`src/shared/sro_regs.vh`:
```
/*
 sample readout register group: offsets, field positions, reset values.
 assumes byte-wide registers on a plain address/strobe port.
*/
`ifndef SRO_REGS_VH
`define SRO_REGS_VH
`define SRO_ADDR_W 8
`define SRO_X_SHORT 8'h08
`define SRO_Y_SHORT 8'h09
`define SRO_Z_SHORT 8'h0a
`define SRO_CNT_LOW 8'h0c
`define SRO_CNT_HIGH 8'h0d
`define SRO_X_HIGH 8'h0e
`define SRO_X_LOW 8'h0f
`define SRO_Y_HIGH 8'h10
`define SRO_Y_LOW 8'h11
`define SRO_Z_HIGH 8'h12
`define SRO_Z_LOW 8'h13
`define SRO_DATA_LAST 8'h17
`define SRO_IRQ_STAT 8'h20
`define SRO_IRQ_EN 8'h21
`define SRO_IRQ_CLR 8'h22
`define SRO_NEW_DATA 8'h23
`define SRO_RESET_VAL 8'h00
`define SRO_CNT_MAX 10'h200
`define SRO_EV_SAMPLE 0
`define SRO_EV_DATA_READY 1
`define SRO_EV_W 2
`endif

```
`src/hw/sro_axis_reg.v`:
```
/*
 one axis: holds a 14-bit sample, splits it into high/low/short bytes.
 assumes sample load pulse one cycle; high read snapshots low field.
*/
`timescale 1ns/1ps
`default_nettype none
`include "sro_regs.vh"
module sro_axis_reg (
  // clock and reset
  input wire mclk,
  input wire sys_rst,
  // sample load
  input wire load,
  input wire [13:0] sample,
  // host read of high byte
  input wire high_rd,
  // register views
  output wire [7:0] high_byte,
  output wire [7:0] low_byte,
  output wire [7:0] short_byte
);
  reg [13:0] value_r;
  reg [5:0] low_hold_r;
  always @(posedge mclk or posedge sys_rst) begin
    if (sys_rst) begin
      value_r <= 14'h0000;
      low_hold_r <= 6'h00;
    end else begin
      if (load) begin
        value_r <= sample;
      end
      // snapshot so a pair stays coherent across a new sample
      if (high_rd) begin
        low_hold_r <= value_r[5:0];
      end
    end
  end
  assign high_byte = value_r[13:6];
  assign low_byte = {low_hold_r, 2'b00};
  // short view is simply the top byte of the full word
  assign short_byte = value_r[13:6];
endmodule // sro_axis_reg
`default_nettype wire

```
`src/hw/sro_irq.v`:
```
/*
 sticky event status, enable and write-one-clear, one level interrupt.
 assumes event pulses one cycle; set wins over clear.
*/
`timescale 1ns/1ps
`default_nettype none
`include "sro_regs.vh"
module sro_irq (
  // clock and reset
  input wire mclk,
  input wire sys_rst,
  // events and software controls
  input wire [`SRO_EV_W-1:0] events,
  input wire en_wr,
  input wire clr_wr,
  input wire [`SRO_EV_W-1:0] wdata,
  // state
  output reg [`SRO_EV_W-1:0] status_r,
  output reg [`SRO_EV_W-1:0] enable_r,
  output wire irq
);
  always @(posedge mclk or posedge sys_rst) begin
    if (sys_rst) begin
      status_r <= {`SRO_EV_W{1'b0}};
      enable_r <= {`SRO_EV_W{1'b0}};
    end else begin
      status_r <= (status_r & ~(clr_wr ? wdata : {`SRO_EV_W{1'b0}})) | events;
      if (en_wr) begin
        enable_r <= wdata;
      end
    end
  end
  assign irq = |(status_r & enable_r);
endmodule // sro_irq
`default_nettype wire

```
`src/hw/sro_readout.v`:
```
/*
 sample readout register group: buffer fill count, three axes with
 high/low/short views, new-data flag and interrupt.
 assumes one clock, reads answer one cycle later, samples as one-cycle
 pulses synchronous to mclk.
 register map, all byte wide:
   0x08 x short view, top byte of the x word
   0x09 y short view
   0x0a z short view
   0x0c fill count bits 7:0
   0x0d fill count bits 9:8 in 1:0, rest zero
   0x0e x high, word bits 13:6
   0x0f x low, word bits 5:0 in 7:2
   0x10 y high
   0x11 y low
   0x12 z high
   0x13 z low
   0x14..0x17 not held here, read zero
   0x20 event status, read only
   0x21 event enable
   0x22 event clear, write one to clear
   0x23 new-data flag in bit 0
 unmapped addresses read zero and writes there are dropped.
 a low read with no high read before it returns the last snapshot.
 timing:
   an access is taken at the rising edge where rd or wr is high.
   read data stand in the following cycle only, zero otherwise.
   a sample pulse loads all three axes at once; the flag is set at the
   same edge, and the count is registered from its input at every edge.
   a high read snapshots the low field, so the low read after it
   belongs to the same sample even if a new one lands between.
   the pair breaks on any other access in between, read or write.
   a sample that lands during a data read is parked and raises the
   flag on the first cycle without a data read.
   the status bits are sticky; a clear in the same cycle as an event
   loses to the event.
*/
`timescale 1ns/1ps
`default_nettype none
`include "sro_regs.vh"
module sro_readout (
  // clock and reset
  input wire mclk,
  input wire sys_rst,
  // register port
  input wire [`SRO_ADDR_W-1:0] addr,
  input wire [7:0] wdata,
  input wire wr,
  input wire rd,
  output reg [7:0] rdata,
  // sample source
  input wire sample_valid,
  input wire [13:0] x_accel_value,
  input wire [13:0] y_accel_value,
  input wire [13:0] z_accel_value,
  // buffer occupancy
  input wire [9:0] buffer_fill_count,
  // flag and interrupt
  output wire new_data,
  output wire irq
);
  localparam ST_IDLE = 2'd0;
  localparam ST_X = 2'd1;
  localparam ST_Y = 2'd2;
  localparam ST_Z = 2'd3;

  function is_data_addr;
    input [`SRO_ADDR_W-1:0] a;
    begin
      is_data_addr = (a >= `SRO_X_SHORT && a <= `SRO_Z_SHORT) ||
        (a >= `SRO_X_HIGH && a <= `SRO_DATA_LAST);
    end
  endfunction

  // counts above the buffer depth can only come from a faulty source
  function [9:0] clamp_count;
    input [9:0] c;
    begin
      if (c > `SRO_CNT_MAX) begin
        clamp_count = `SRO_CNT_MAX;
      end else begin
        clamp_count = c;
      end
    end
  endfunction

  reg [1:0] pair_r;
  reg [1:0] pair_nxt;
  reg flag_r;
  reg flag_nxt;
  reg pend_r;
  reg [9:0] count_r;
  reg [7:0] rdata_nxt;
  reg pair_done;

  wire [7:0] xh;
  wire [7:0] xl;
  wire [7:0] xs;
  wire [7:0] yh;
  wire [7:0] yl;
  wire [7:0] ys;
  wire [7:0] zh;
  wire [7:0] zl;
  wire [7:0] zs;
  wire [`SRO_EV_W-1:0] ev_status;
  wire [`SRO_EV_W-1:0] ev_enable;
  wire [`SRO_EV_W-1:0] ev_pulse;
  wire data_rd;
  wire x_high_rd;
  wire y_high_rd;
  wire z_high_rd;
  wire irq_en_wr;
  wire irq_clr_wr;
  wire flag_rise;

  // decoded strobes
  assign data_rd = rd && is_data_addr(addr);
  assign x_high_rd = rd && (addr == `SRO_X_HIGH);
  assign y_high_rd = rd && (addr == `SRO_Y_HIGH);
  assign z_high_rd = rd && (addr == `SRO_Z_HIGH);
  assign irq_en_wr = wr && (addr == `SRO_IRQ_EN);
  assign irq_clr_wr = wr && (addr == `SRO_IRQ_CLR);
  // taken from the next value so the status bit lands with the flag
  assign flag_rise = flag_nxt & ~flag_r;
  assign ev_pulse = {flag_rise, sample_valid};

  sro_axis_reg u_x (
    .mclk(mclk),
    .sys_rst(sys_rst),
    .load(sample_valid),
    .sample(x_accel_value),
    .high_rd(x_high_rd),
    .high_byte(xh),
    .low_byte(xl),
    .short_byte(xs)
  );
  sro_axis_reg u_y (
    .mclk(mclk),
    .sys_rst(sys_rst),
    .load(sample_valid),
    .sample(y_accel_value),
    .high_rd(y_high_rd),
    .high_byte(yh),
    .low_byte(yl),
    .short_byte(ys)
  );
  sro_axis_reg u_z (
    .mclk(mclk),
    .sys_rst(sys_rst),
    .load(sample_valid),
    .sample(z_accel_value),
    .high_rd(z_high_rd),
    .high_byte(zh),
    .low_byte(zl),
    .short_byte(zs)
  );

  // which high byte was the last access; any other access breaks the pair
  always @* begin
    pair_nxt = ST_IDLE;
    pair_done = 1'b0;
    if (rd || wr) begin
      case (addr)
        `SRO_X_HIGH: pair_nxt = rd ? ST_X : ST_IDLE;
        `SRO_Y_HIGH: pair_nxt = rd ? ST_Y : ST_IDLE;
        `SRO_Z_HIGH: pair_nxt = rd ? ST_Z : ST_IDLE;
        default: pair_nxt = ST_IDLE;
      endcase
      if (rd) begin
        case (pair_r)
          ST_X: pair_done = (addr == `SRO_X_LOW);
          ST_Y: pair_done = (addr == `SRO_Y_LOW);
          ST_Z: pair_done = (addr == `SRO_Z_LOW);
          default: pair_done = 1'b0;
        endcase
      end
    end else begin
      pair_nxt = pair_r;
    end
  end

  // new-data flag; a sample during a data read waits in pend_r
  always @* begin
    flag_nxt = flag_r;
    if (pair_done) begin
      flag_nxt = 1'b0;
    end
    if (!data_rd && (sample_valid || pend_r)) begin
      flag_nxt = 1'b1;
    end
  end

  // pair tracker
  always @(posedge mclk or posedge sys_rst) begin
    if (sys_rst) begin
      pair_r <= ST_IDLE;
    end else begin
      pair_r <= pair_nxt;
    end
  end

  // flag and the parked sample behind it
  always @(posedge mclk or posedge sys_rst) begin
    if (sys_rst) begin
      flag_r <= 1'b0;
      pend_r <= 1'b0;
    end else begin
      flag_r <= flag_nxt;
      pend_r <= data_rd && (sample_valid || pend_r);
    end
  end

  // count is registered so a byte pair read sees one value per cycle
  always @(posedge mclk or posedge sys_rst) begin
    if (sys_rst) begin
      count_r <= 10'h000;
    end else begin
      count_r <= clamp_count(buffer_fill_count);
    end
  end

  sro_irq u_irq (
    .mclk(mclk),
    .sys_rst(sys_rst),
    .events(ev_pulse),
    .en_wr(irq_en_wr),
    .clr_wr(irq_clr_wr),
    .wdata(wdata[`SRO_EV_W-1:0]),
    .status_r(ev_status),
    .enable_r(ev_enable),
    .irq(irq)
  );

  // read mux; data registers ignore writes
  always @* begin
    rdata_nxt = `SRO_RESET_VAL;
    case (addr)
      `SRO_X_SHORT: rdata_nxt = xs;
      `SRO_Y_SHORT: rdata_nxt = ys;
      `SRO_Z_SHORT: rdata_nxt = zs;
      `SRO_CNT_LOW: rdata_nxt = count_r[7:0];
      `SRO_CNT_HIGH: rdata_nxt = {6'h00, count_r[9:8]};
      `SRO_X_HIGH: rdata_nxt = xh;
      `SRO_X_LOW: rdata_nxt = xl;
      `SRO_Y_HIGH: rdata_nxt = yh;
      `SRO_Y_LOW: rdata_nxt = yl;
      `SRO_Z_HIGH: rdata_nxt = zh;
      `SRO_Z_LOW: rdata_nxt = zl;
      `SRO_IRQ_STAT: rdata_nxt = {6'h00, ev_status};
      `SRO_IRQ_EN: rdata_nxt = {6'h00, ev_enable};
      `SRO_NEW_DATA: rdata_nxt = {7'h00, flag_r};
      default: rdata_nxt = `SRO_RESET_VAL;
    endcase
  end

  always @(posedge mclk or posedge sys_rst) begin
    if (sys_rst) begin
      rdata <= `SRO_RESET_VAL;
    end else if (rd) begin
      rdata <= rdata_nxt;
    end else begin
      rdata <= `SRO_RESET_VAL;
    end
  end

  assign new_data = flag_r;
endmodule // sro_readout
`default_nettype wire

```
`config.mk`:
```
export PLATFORM = sky130hd
export DESIGN_NAME = sro_readout
export DESIGN_NICKNAME = d
export VERILOG_FILES = /design/src/hw/sro_axis_reg.v /design/src/hw/sro_irq.v /design/src/hw/sro_readout.v
export VERILOG_INCLUDE_DIRS = /design/src /design/src/shared
export SDC_FILE = /design/constraint.sdc
export NUM_CORES = 1
export LEC_CHECK = 0
export BUFFER_PORTS_ARGS = -buffer_cell sky130_fd_sc_hd__buf_2
export CAP_MARGIN = 20
export CORE_ASPECT_RATIO = 0.9
export CORE_UTILIZATION = 55
export CTS_BUF_LIST = sky130_fd_sc_hd__clkbuf_8 sky130_fd_sc_hd__clkbuf_16
export DETAILED_ROUTE_END_ITERATION = 10
export PLACE_DENSITY = 0.81
export SLEW_MARGIN = 30
export SYNTH_ARGS = -nofsm -noshare
export SYNTH_HDL_FRONTEND = slang
export SYNTH_SLANG_ARGS = --single-unit
```
`constraint.sdc`:
```
create_clock -name mclk -period 4.7 [get_ports mclk]
set_input_delay 0.94 -clock mclk [delete_from_list [all_inputs] [get_ports mclk]]
set_output_delay 0.94 -clock mclk [all_outputs]
set_load 0.005 [all_outputs]
```
==> results of run 1 <==
how the worst max path moves through the flow:
stage	startpoint	end	slack (ns)
after CTS	addr[5]	u_y.low_hold_r[0]	2.08
after floorplan	sys_rst	count_r[0]	1.54
after detailed placement	addr[5]	u_y.low_hold_r[1]	1.73
after global routing	addr[5]	u_y.low_hold_r[0]	1.92
final	addr[5]	u_y.low_hold_r[0]	2.03
after global placement	addr[5]	u_z.low_hold_r[0]	1.80
final cells by class:
class                   instances  area share (%)
multi-input cells             176           34.12
repair buffers                 77           8.871
clock buffers                  10           3.128
clock inverters                 6           1.763
flip-flops and latches         86           48.91
inverters                       7          0.6540
well taps                      90           2.559
synthesized netlist by cell type (3+ instances only):
cell	count	area (um2)
sky130_fd_sc_hd__dfrtp_1	86	2152
sky130_fd_sc_hd__clkbuf_1	13	48.80
sky130_fd_sc_hd__mux2_2	42	473.0
sky130_fd_sc_hd__mux2_1	22	247.7
sky130_fd_sc_hd__nand2_1	11	41.29
sky130_fd_sc_hd__nor3_1	3	15.01
sky130_fd_sc_hd__a22o_1	8	70.07
sky130_fd_sc_hd__a31oi_1	6	37.54
sky130_fd_sc_hd__nor2_1	10	37.54
sky130_fd_sc_hd__inv_1	7	26.28
sky130_fd_sc_hd__mux2i_1	4	40.04
sky130_fd_sc_hd__nor4_1	3	18.77
sky130_fd_sc_hd__a221oi_1	3	26.28
sky130_fd_sc_hd__a22oi_1	4	30.03
sky130_fd_sc_hd__a32oi_1	8	70.07
sky130_fd_sc_hd__nor2b_1	10	62.56
sky130_fd_sc_hd__nand3_1	4	20.02
sky130_fd_sc_hd__nand2b_1	3	18.77
sky130_fd_sc_hd__and3_1	3	18.77
state kept, by name, indices dropped and copies added (netlist names):
register	flops
count_r	10
new_data	1
pair_r	2
pend_r	1
rdata	8
u_irq.enable_r	2
u_irq.status_r	2
u_x.low_hold_r	6
u_x.value_r	14
u_y.low_hold_r	6
u_y.value_r	14
u_z.low_hold_r	6
u_z.value_r	14
stage by stage:
stage	worst slack, ns	util, %
floorplan	1.538	-
global placement	1.800	63.49
detailed placement	1.731	63.49
CTS	2.076	66.76
global route	1.920	66.81
finish	2.025	66.81
power groups by stage:
stage                     combinational, uW  clock (uW)  sequential, uW
final                                   141         549             818
after global placement                  137           0             831
after detailed placement                143           0             834
after floorplan                        92.0           0             821
after global routing                    156         585             825
after CTS                               143         563             819
routing by layer:
| metal | vias up | global-route usage (%) | wire length [um] |
|---|---|---|---|
| met4 | 0 | 5.238 | 72 |
| met2 | 91 | 39.69 | 3921 |
| met5 | - | 0 | 0 |
| met3 | 8 | 6.989 | 466 |
| li1 | 1197 | - | - |
| met1 | 1303 | 31.19 | 3236 |
layout by cell type, fill, tap and decap left out, types with 6 or more instances in the layout:
cell,n
sky130_fd_sc_hd__inv_1,8
sky130_fd_sc_hd__nor2_1,10
sky130_fd_sc_hd__mux2_2,42
sky130_fd_sc_hd__dfrtp_1,86
sky130_fd_sc_hd__a32oi_1,8
sky130_fd_sc_hd__a22o_1,8
sky130_fd_sc_hd__nor2b_1,10
sky130_fd_sc_hd__a31oi_1,6
sky130_fd_sc_hd__mux2_1,22
sky130_fd_sc_hd__clkbuf_8,10
sky130_fd_sc_hd__nand2_1,11
sky130_fd_sc_hd__buf_2,75
cells by family after synthesis:
family          count (synthesis)  synth area share [%]
buf+inv                        22                 2.439
mux                            68                 20.31
flops                          86                 57.47
xor+xnor                        1                0.2339
compound gates                 45                 10.12
simple gates                   62                 9.422
worst reg2reg max path: cells and delay by family, from the launching register on:
| kind | cells | cell delay (ns) |
|---|---|---|
| simple gates | 1 | 0.08 |
| compound gates | 2 | 0.43 |
| flops | 1 | 0.36 |
| mux | 1 | 0.22 |
==> impl_metrics.xml, run 1 <==
<?xml version="1.0" encoding="UTF-8"?>
<metrics>
  <group name="synth">
    <metric name="synth_flop_cell" unit="">sky130_fd_sc_hd__dfrtp_1</metric>
    <metric name="synthesized_instance_count" unit="">284</metric>
    <metric name="yosys.cell_types.count" unit="">46</metric>
    <metric name="synth.avg_cell_area" unit="um2">13.19</metric>
    <metric name="synth_warnings" unit="">0</metric>
    <metric name="syn-num-nets" unit="">357</metric>
    <metric name="number_of_synthesized_register_bits" unit="">86</metric>
    <metric name="cell_area_after_technology_mapping" unit="um2">3745</metric>
    <metric name="asyncSetResetFlopFracSynth" unit="%">100.0</metric>
    <metric name="synth-edff-count" unit="">0</metric>
    <metric name="synth.yosys.seq_area_share" unit="%">57.47</metric>
  </group>
  <group name="worst_setup_path">
    <metric name="cp.depth" unit="">5</metric>
    <metric name="path_cells" unit="">buf_2 -&gt; nor3_1 -&gt; and2_1 -&gt; and4_1 -&gt; mux2_1</metric>
    <metric name="setup.reg_to_reg.worst_slack" unit="ns">3.49</metric>
    <metric name="cp_data_arrival_time" unit="ns">2.90</metric>
    <metric name="crit_end_element" unit="">flop</metric>
    <metric name="critical_path_required" unit="ns">4.92</metric>
    <metric name="ff2ff_path_depth" unit="">4</metric>
    <metric name="worst_setup_path_start_kind" unit="">input port</metric>
    <metric name="critical_path.n_buffers_inverters" unit="">1</metric>
    <metric name="critical_path.max_fanout" unit="">12</metric>
    <metric name="cp_slowest_stage_delay" unit="ns">0.50</metric>
    <metric name="timing.rr.end" unit="">rdata[0]</metric>
    <metric name="crit-reg2reg-launch" unit="">count_r[8]</metric>
    <metric name="worst_path_max_delay_cell" unit="">sky130_fd_sc_hd__nor3_1</metric>
    <metric name="crit_family" unit="">simple AND/OR/NAND/NOR gates</metric>
    <metric name="criticalPathCategory" unit="">in2reg</metric>
  </group>
  <group name="clock_network">
    <metric name="cts.clk_slew.worst_paths" unit="ns">0.08</metric>
    <metric name="cts_tree" unit="">yes</metric>
    <metric name="postCtsSetupBuffers" unit="">0</metric>
    <metric name="cts_made_buffers" unit="">9</metric>
    <metric name="ctsLongestPathBuffers" unit="">2</metric>
    <metric name="post_cts_resized" unit="">0</metric>
    <metric name="post_cts_hold_buffer_count" unit="">0</metric>
    <metric name="ctsHtreeMaxLevel" unit="">3</metric>
    <metric name="insertion_delay" unit="ns">0.35</metric>
    <metric name="cts.sink_count" unit="">86</metric>
    <metric name="cts_root_buffer" unit="">sky130_fd_sc_hd__clkbuf_8</metric>
  </group>
  <group name="place">
    <metric name="place.gp.congestion" unit="">0.8672</metric>
    <metric name="place.detailed.instances" unit="">436</metric>
    <metric name="buffer_ports.inserted" unit="">76</metric>
    <metric name="post_dp_cell_area" unit="um2">4182</metric>
    <metric name="post-dp-hpwl" unit="um">5609</metric>
  </group>
  <group name="sta">
    <metric name="achievable-frequency" unit="MHz">373.8</metric>
    <metric name="holdWs" unit="ns">0.4859</metric>
    <metric name="timing.final.setup_violations" unit="">0</metric>
    <metric name="period_needed" unit="ns">2.675</metric>
    <metric name="finalMaxSlewViolations" unit="">0</metric>
    <metric name="remaining_max_slew_budget_at_the_tightest_pin" unit="%">37.73</metric>
    <metric name="finalHoldViolCount" unit="">0</metric>
    <metric name="max_slew.worst_pin.slew" unit="ns">0.9263</metric>
    <metric name="setup_tns" unit="ns">0</metric>
    <metric name="finalClockSkew" unit="ns">0.007950</metric>
    <metric name="final.period_utilization" unit="%">56.91</metric>
    <metric name="setup_repair_after_global_routing_missed_its_margin" unit="">false</metric>
  </group>
  <group name="routing">
    <metric name="routedWlPerCell" unit="um">17.03</metric>
    <metric name="drtPass1Iterations" unit="">4</metric>
    <metric name="ant_nets" unit="">0</metric>
    <metric name="routed-via-count" unit="">2599</metric>
    <metric name="vias_per_cell" unit="">5.750</metric>
    <metric name="initialDrtViolationCount" unit="">186</metric>
    <metric name="remaining_drc_errors" unit="">0</metric>
    <metric name="route.final.wire_length" unit="um">7696</metric>
  </group>
  <group name="power_and_ir_drop">
    <metric name="p_total" unit="uW">1508</metric>
    <metric name="p_sw_share" unit="%">22.43</metric>
    <metric name="p_leak" unit="uW">0.002069</metric>
    <metric name="cellPowerDensity" unit="nW/um2">342.7</metric>
    <metric name="total_switching_power" unit="uW">338.2</metric>
    <metric name="power_share_of_the_combinational_group" unit="%">9.3</metric>
    <metric name="power.ir.vdd_worst" unit="mV">0.2068</metric>
    <metric name="p_clk_share" unit="%">36.4</metric>
    <metric name="cellInternalPower" unit="uW">1170</metric>
    <metric name="power.sequential.fraction" unit="%">54.3</metric>
  </group>
  <group name="hold_path">
    <metric name="whs_path_depth" unit="">1</metric>
    <metric name="min-delay-start" unit="">u_z.low_hold_r[2]</metric>
    <metric name="timing.hold.worst.class" unit="">reg2reg</metric>
    <metric name="holdPathEnd" unit="">u_z.low_hold_r[2]</metric>
  </group>
  <group name="floorplanning">
    <metric name="core.rowCount" unit="">28</metric>
    <metric name="die_width" unit="um">88.98</metric>
    <metric name="initial_core_util" unit="%">56.86</metric>
    <metric name="fp.dieArea" unit="um2">7143</metric>
    <metric name="core_region_area" unit="um2">6586</metric>
    <metric name="die_height" unit="um">80.28</metric>
    <metric name="top_level_ports" unit="">83</metric>
  </group>
  <group name="grt">
    <metric name="grt_overflow_total" unit="">0</metric>
    <metric name="grt_max_degree" unit="">52</metric>
    <metric name="grt_pass1_vias" unit="">2529</metric>
    <metric name="grt_antenna_before_repair" unit="">0</metric>
    <metric name="wire_length_of_the_first_global_routing_pass" unit="um">12420</metric>
    <metric name="groute.usage.overall" unit="%">23.90</metric>
  </group>
  <group name="finish">
    <metric name="area_occupied_by_multi_input_gates" unit="um2">1501</metric>
    <metric name="post_route_cells_drive_above_1_share" unit="%">38.40</metric>
    <metric name="register_area" unit="um2">2152</metric>
    <metric name="num_antenna_cells" unit="">0</metric>
    <metric name="area_growth" unit="%">17.51</metric>
    <metric name="final.fill_count" unit="">539</metric>
    <metric name="finalInstanceArea" unit="um2">4400</metric>
    <metric name="final_nets" unit="">430</metric>
    <metric name="final_cells" unit="">452</metric>
  </group>
  <group name="run_status">
    <metric name="status" unit="">completed</metric>
  </group>
  <group name="run">
    <metric name="max-cap-violations" unit="">0</metric>
  </group>
</metrics>
Power figures use the tool's default switching activity.
==> inputs of run 2 (changes only) <==
ABC_AREA = 1   (was not set)
CORE_UTILIZATION = 54   (was 55)
PLACE_DENSITY = 0.79   (was 0.81)
clock period = 2.7 ns   (was 4.7 ns; I/O delays follow)
==> run 2 against run 1 <==
Net effect: register-to-register slack worse by 1.8 ns; combinational power up 78%; final area increased by 5.3%; count of clock-buffer cells in the layout decreased by 1; global-route usage increased by 1.9 points; area after synthesis up 6.3%; core utilization fell by 1.3 points; setup slack worse by 1.0 ns; clock power is 61% higher.
==> impl_metrics.xml, run 2 <==
<?xml version="1.0" encoding="UTF-8"?>
<metrics>
  <group name="run_status">
    <metric name="status" unit="">completed</metric>
  </group>
  <group name="clock_network">
    <metric name="cts.clk_slew.worst_paths" unit="ns">0.09</metric>
    <metric name="ctsLongestPathBuffers" unit="">2</metric>
    <metric name="post_cts_hold_buffer_count" unit="">0</metric>
    <metric name="postCtsSetupBuffers" unit="">0</metric>
    <metric name="cts_tree" unit="">yes</metric>
    <metric name="ctsHtreeMaxLevel" unit="">3</metric>
    <metric name="insertion_delay" unit="ns">0.35</metric>
    <metric name="cts.sink_count" unit="">86</metric>
    <metric name="cts_root_buffer" unit="">sky130_fd_sc_hd__clkbuf_8</metric>
    <metric name="cts_made_buffers" unit="">9</metric>
    <metric name="post_cts_resized" unit="">0</metric>
  </group>
  <group name="synth">
    <metric name="synth.largest_area_cell" unit="">sky130_fd_sc_hd__dfrtp_1</metric>
    <metric name="synth_flop_cell" unit="">sky130_fd_sc_hd__dfrtp_1</metric>
    <metric name="yosys.cell_types.count" unit="">26</metric>
    <metric name="syn-num-nets" unit="">566</metric>
    <metric name="synth_top_cells_by_area" unit="">sky130_fd_sc_hd__dfrtp_1 (54%), sky130_fd_sc_hd__nand2_1 (19%), sky130_fd_sc_hd__nand3_1 (5.8%)</metric>
    <metric name="cell_area_after_technology_mapping" unit="um2">3980</metric>
    <metric name="number_of_synthesized_register_bits" unit="">86</metric>
    <metric name="synth.yosys.seq_area_share" unit="%">54.07</metric>
    <metric name="synthesized_instance_count" unit="">493</metric>
    <metric name="synth.avg_cell_area" unit="um2">8.073</metric>
    <metric name="synth_largest_type_area_fraction" unit="%">54.07</metric>
    <metric name="asyncSetResetFlopFracSynth" unit="%">100.0</metric>
    <metric name="synth.cells.most_frequent" unit="">sky130_fd_sc_hd__nand2_1 (197), sky130_fd_sc_hd__dfrtp_1 (86), sky130_fd_sc_hd__nand3_1 (46), sky130_fd_sc_hd__inv_1 (38), sky130_fd_sc_hd__nor2_1 (37)</metric>
    <metric name="synth-edff-count" unit="">0</metric>
    <metric name="most_frequent_cell_after_synthesis" unit="">sky130_fd_sc_hd__nand2_1</metric>
    <metric name="synth_warnings" unit="">0</metric>
  </group>
  <group name="power_and_ir_drop">
    <metric name="power.sequential.fraction" unit="%">55.2</metric>
    <metric name="power_share_of_the_combinational_group" unit="%">9.9</metric>
    <metric name="cellInternalPower" unit="uW">1881</metric>
    <metric name="p_sw_share" unit="%">25.99</metric>
    <metric name="p_total" unit="uW">2542</metric>
    <metric name="cellPowerDensity" unit="nW/um2">548.5</metric>
    <metric name="p_leak" unit="uW">0.002510</metric>
    <metric name="power.ir.vdd_worst" unit="mV">0.3388</metric>
    <metric name="p_clk_share" unit="%">34.9</metric>
    <metric name="total_switching_power" unit="uW">660.7</metric>
  </group>
  <group name="routing">
    <metric name="remaining_drc_errors" unit="">0</metric>
    <metric name="vias_per_cell" unit="">5.225</metric>
    <metric name="initialDrtViolationCount" unit="">257</metric>
    <metric name="routedWlPerCell" unit="um">13.29</metric>
    <metric name="ant_nets" unit="">0</metric>
    <metric name="drtPass1Iterations" unit="">4</metric>
    <metric name="routed-via-count" unit="">3485</metric>
    <metric name="route.final.wire_length" unit="um">8866</metric>
  </group>
  <group name="sta">
    <metric name="max_slew.worst_pin.slew" unit="ns">0.5910</metric>
    <metric name="setup_tns" unit="ns">0</metric>
    <metric name="setup_repair_after_global_routing_missed_its_margin" unit="">false</metric>
    <metric name="remaining_max_slew_budget_at_the_tightest_pin" unit="%">60.56</metric>
    <metric name="timing.final.setup_violations" unit="">0</metric>
    <metric name="finalHoldViolCount" unit="">0</metric>
    <metric name="final.period_utilization" unit="%">62.35</metric>
    <metric name="setup_ws" unit="ns">1.017</metric>
    <metric name="holdWs" unit="ns">0.3332</metric>
    <metric name="finalClockSkew" unit="ns">0.007535</metric>
    <metric name="achievable-frequency" unit="MHz">594.1</metric>
    <metric name="period_needed" unit="ns">1.683</metric>
    <metric name="finalMaxSlewViolations" unit="">0</metric>
  </group>
  <group name="grt">
    <metric name="grt_overflow_total" unit="">0</metric>
    <metric name="grt_pass1_vias" unit="">3358</metric>
    <metric name="grt_antenna_before_repair" unit="">0</metric>
    <metric name="wire_length_of_the_first_global_routing_pass" unit="um">15370</metric>
    <metric name="groute.usage.overall" unit="%">25.76</metric>
    <metric name="grt_max_degree" unit="">55</metric>
  </group>
  <group name="place">
    <metric name="post-dp-hpwl" unit="um">6500</metric>
    <metric name="post-place-ws" unit="ns">0.6691</metric>
    <metric name="buffer_ports.inserted" unit="">76</metric>
    <metric name="place.gp.congestion" unit="">0.9309</metric>
  </group>
  <group name="worst_setup_path">
    <metric name="path_cells" unit="">buf_2 -&gt; inv_2 -&gt; nand2_1 -&gt; nor2_4 -&gt; nand3_1 -&gt; nand2_1 -&gt; o21ai_1</metric>
    <metric name="cp_data_arrival_time" unit="ns">1.91</metric>
    <metric name="worst_path_max_delay_cell" unit="">sky130_fd_sc_hd__nand3_1</metric>
    <metric name="setup.reg_to_reg.worst_slack" unit="ns">1.71</metric>
    <metric name="worst_setup_path_start_kind" unit="">input port</metric>
    <metric name="critical_path.n_buffers_inverters" unit="">2</metric>
    <metric name="cp_slowest_stage_delay" unit="ns">0.46</metric>
    <metric name="cpMostUsedCell" unit="">sky130_fd_sc_hd__nand2_1</metric>
    <metric name="crit_family" unit="">simple AND/OR/NAND/NOR gates</metric>
    <metric name="criticalPathCategory" unit="">in2reg</metric>
    <metric name="crit_end_element" unit="">flop</metric>
    <metric name="critical_path.max_fanout" unit="">18</metric>
    <metric name="critical_path_required" unit="ns">2.93</metric>
  </group>
  <group name="finish">
    <metric name="num_antenna_cells" unit="">0</metric>
    <metric name="post_route_cells_drive_above_1_share" unit="%">22.47</metric>
    <metric name="mostFrequentLayoutCells" unit="">sky130_fd_sc_hd__nand2_1 (197), sky130_fd_sc_hd__dfrtp_1 (86), sky130_fd_sc_hd__buf_2 (76)</metric>
    <metric name="register_area" unit="um2">2152</metric>
    <metric name="area_occupied_by_multi_input_gates" unit="um2">1584</metric>
    <metric name="leading_cell_type_in_the_layout_fill_and_taps_excluded" unit="">sky130_fd_sc_hd__nand2_1</metric>
    <metric name="final_nets" unit="">642</metric>
    <metric name="final.fill_count" unit="">652</metric>
    <metric name="area_growth" unit="%">16.44</metric>
    <metric name="reg_top3" unit="">u_x.value_r: 14 flops, u_y.value_r: 14 flops, u_z.value_r: 14 flops</metric>
  </group>
  <group name="hold_path">
    <metric name="timing.hold.worst.class" unit="">in2async</metric>
  </group>
  <group name="floorplanning">
    <metric name="die_width" unit="um">92.50</metric>
    <metric name="initial_core_util" unit="%">56.25</metric>
    <metric name="core_region_area" unit="um2">7076</metric>
    <metric name="core.rowCount" unit="">29</metric>
    <metric name="top_level_ports" unit="">83</metric>
    <metric name="die_height" unit="um">83.45</metric>
    <metric name="fp.dieArea" unit="um2">7718</metric>
  </group>
  <group name="run">
    <metric name="max-cap-violations" unit="">0</metric>
  </group>
</metrics>
==> run 2: cell count changes in the layout (fill, tap and decap cells not counted), moves of 14 or more <==
cell	delta
sky130_fd_sc_hd__nand3_1	+42
sky130_fd_sc_hd__nand2_1	+186
sky130_fd_sc_hd__inv_1	+29
sky130_fd_sc_hd__mux2_2	-42
sky130_fd_sc_hd__nor2_1	+27
sky130_fd_sc_hd__o21ai_0	+14
sky130_fd_sc_hd__mux2_1	-22
==> run 2: tightest hold or removal path: stages <==
cell and delay, ns:
sky130_fd_sc_hd__buf_2 0.11, sky130_fd_sc_hd__clkinvlp_4 0.06, sky130_fd_sc_hd__buf_4 0.43
==> run 2: routing by layer <==
metal / vias to the layer above / global-route usage [%] / wire length, um
li1: 1701 / - / -
met1: 1657 / 34.90 / 3856
met2: 109 / 41.89 / 4330
met3: 18 / 4.396 / 499
met4: 0 / 9.091 / 180
met5: - / 0 / 0
==> run 2: area by class of cell <==
cell class / count / share of cell area (%)
clock buffer: 9 / 2.673
tap: 93 / 2.511
timing repair buffer: 80 / 8.855
clock inverter: 7 / 1.620
multi-input combinational: 347 / 34.18
sequential: 86 / 46.44
inverter: 45 / 3.726
==> run 2: cells by family (layout without fill, tap and decap cells) <==
logic type	after synthesis	in the layout	synth area share, %
flip-flops	86	86	54.07
AO/OA/AOI/OAI	36	36	5.470
AND/OR/NAND/NOR	311	311	34.33
buffers and inverters	60	141	6.130
==> run 2: power by group through the flow <==
| stage | Combinational, uW | Clock, uW | Sequential (uW) |
|---|---|---|---|
| detailed placement | 253 | 0 | 1430 |
| finish | 251 | 886 | 1400 |
| global placement | 243 | 0 | 1430 |
| global route | 289 | 951 | 1410 |
| floorplan | 158 | 0 | 1420 |
| CTS | 255 | 907 | 1400 |
==> run 2: worst paths after layout <==
kind | cells after the start | from | to
worst min-delay path | 3 | sys_rst | u_z.low_hold_r[1]
min in group mclk | 1 | buffer_fill_count[9] | count_r[9]
worst min register to register | 2 | u_z.value_r[11] | u_z.value_r[11]
worst max register to register | 6 | new_data | rdata[0]
worst max-delay path | 7 | addr[5] | u_y.low_hold_r[0]
max in group asynchronous | 3 | sys_rst | u_x.value_r[13]
==> run 2: through the flow <==
step	cell area [um2]	instances	util, %
final	4634	667	65.50
after global routing	4634	667	65.50
after CTS	4634	667	65.50
after detailed placement	4436	651	62.69
after global placement	4436	651	62.69
after floorplan	3984	493	-
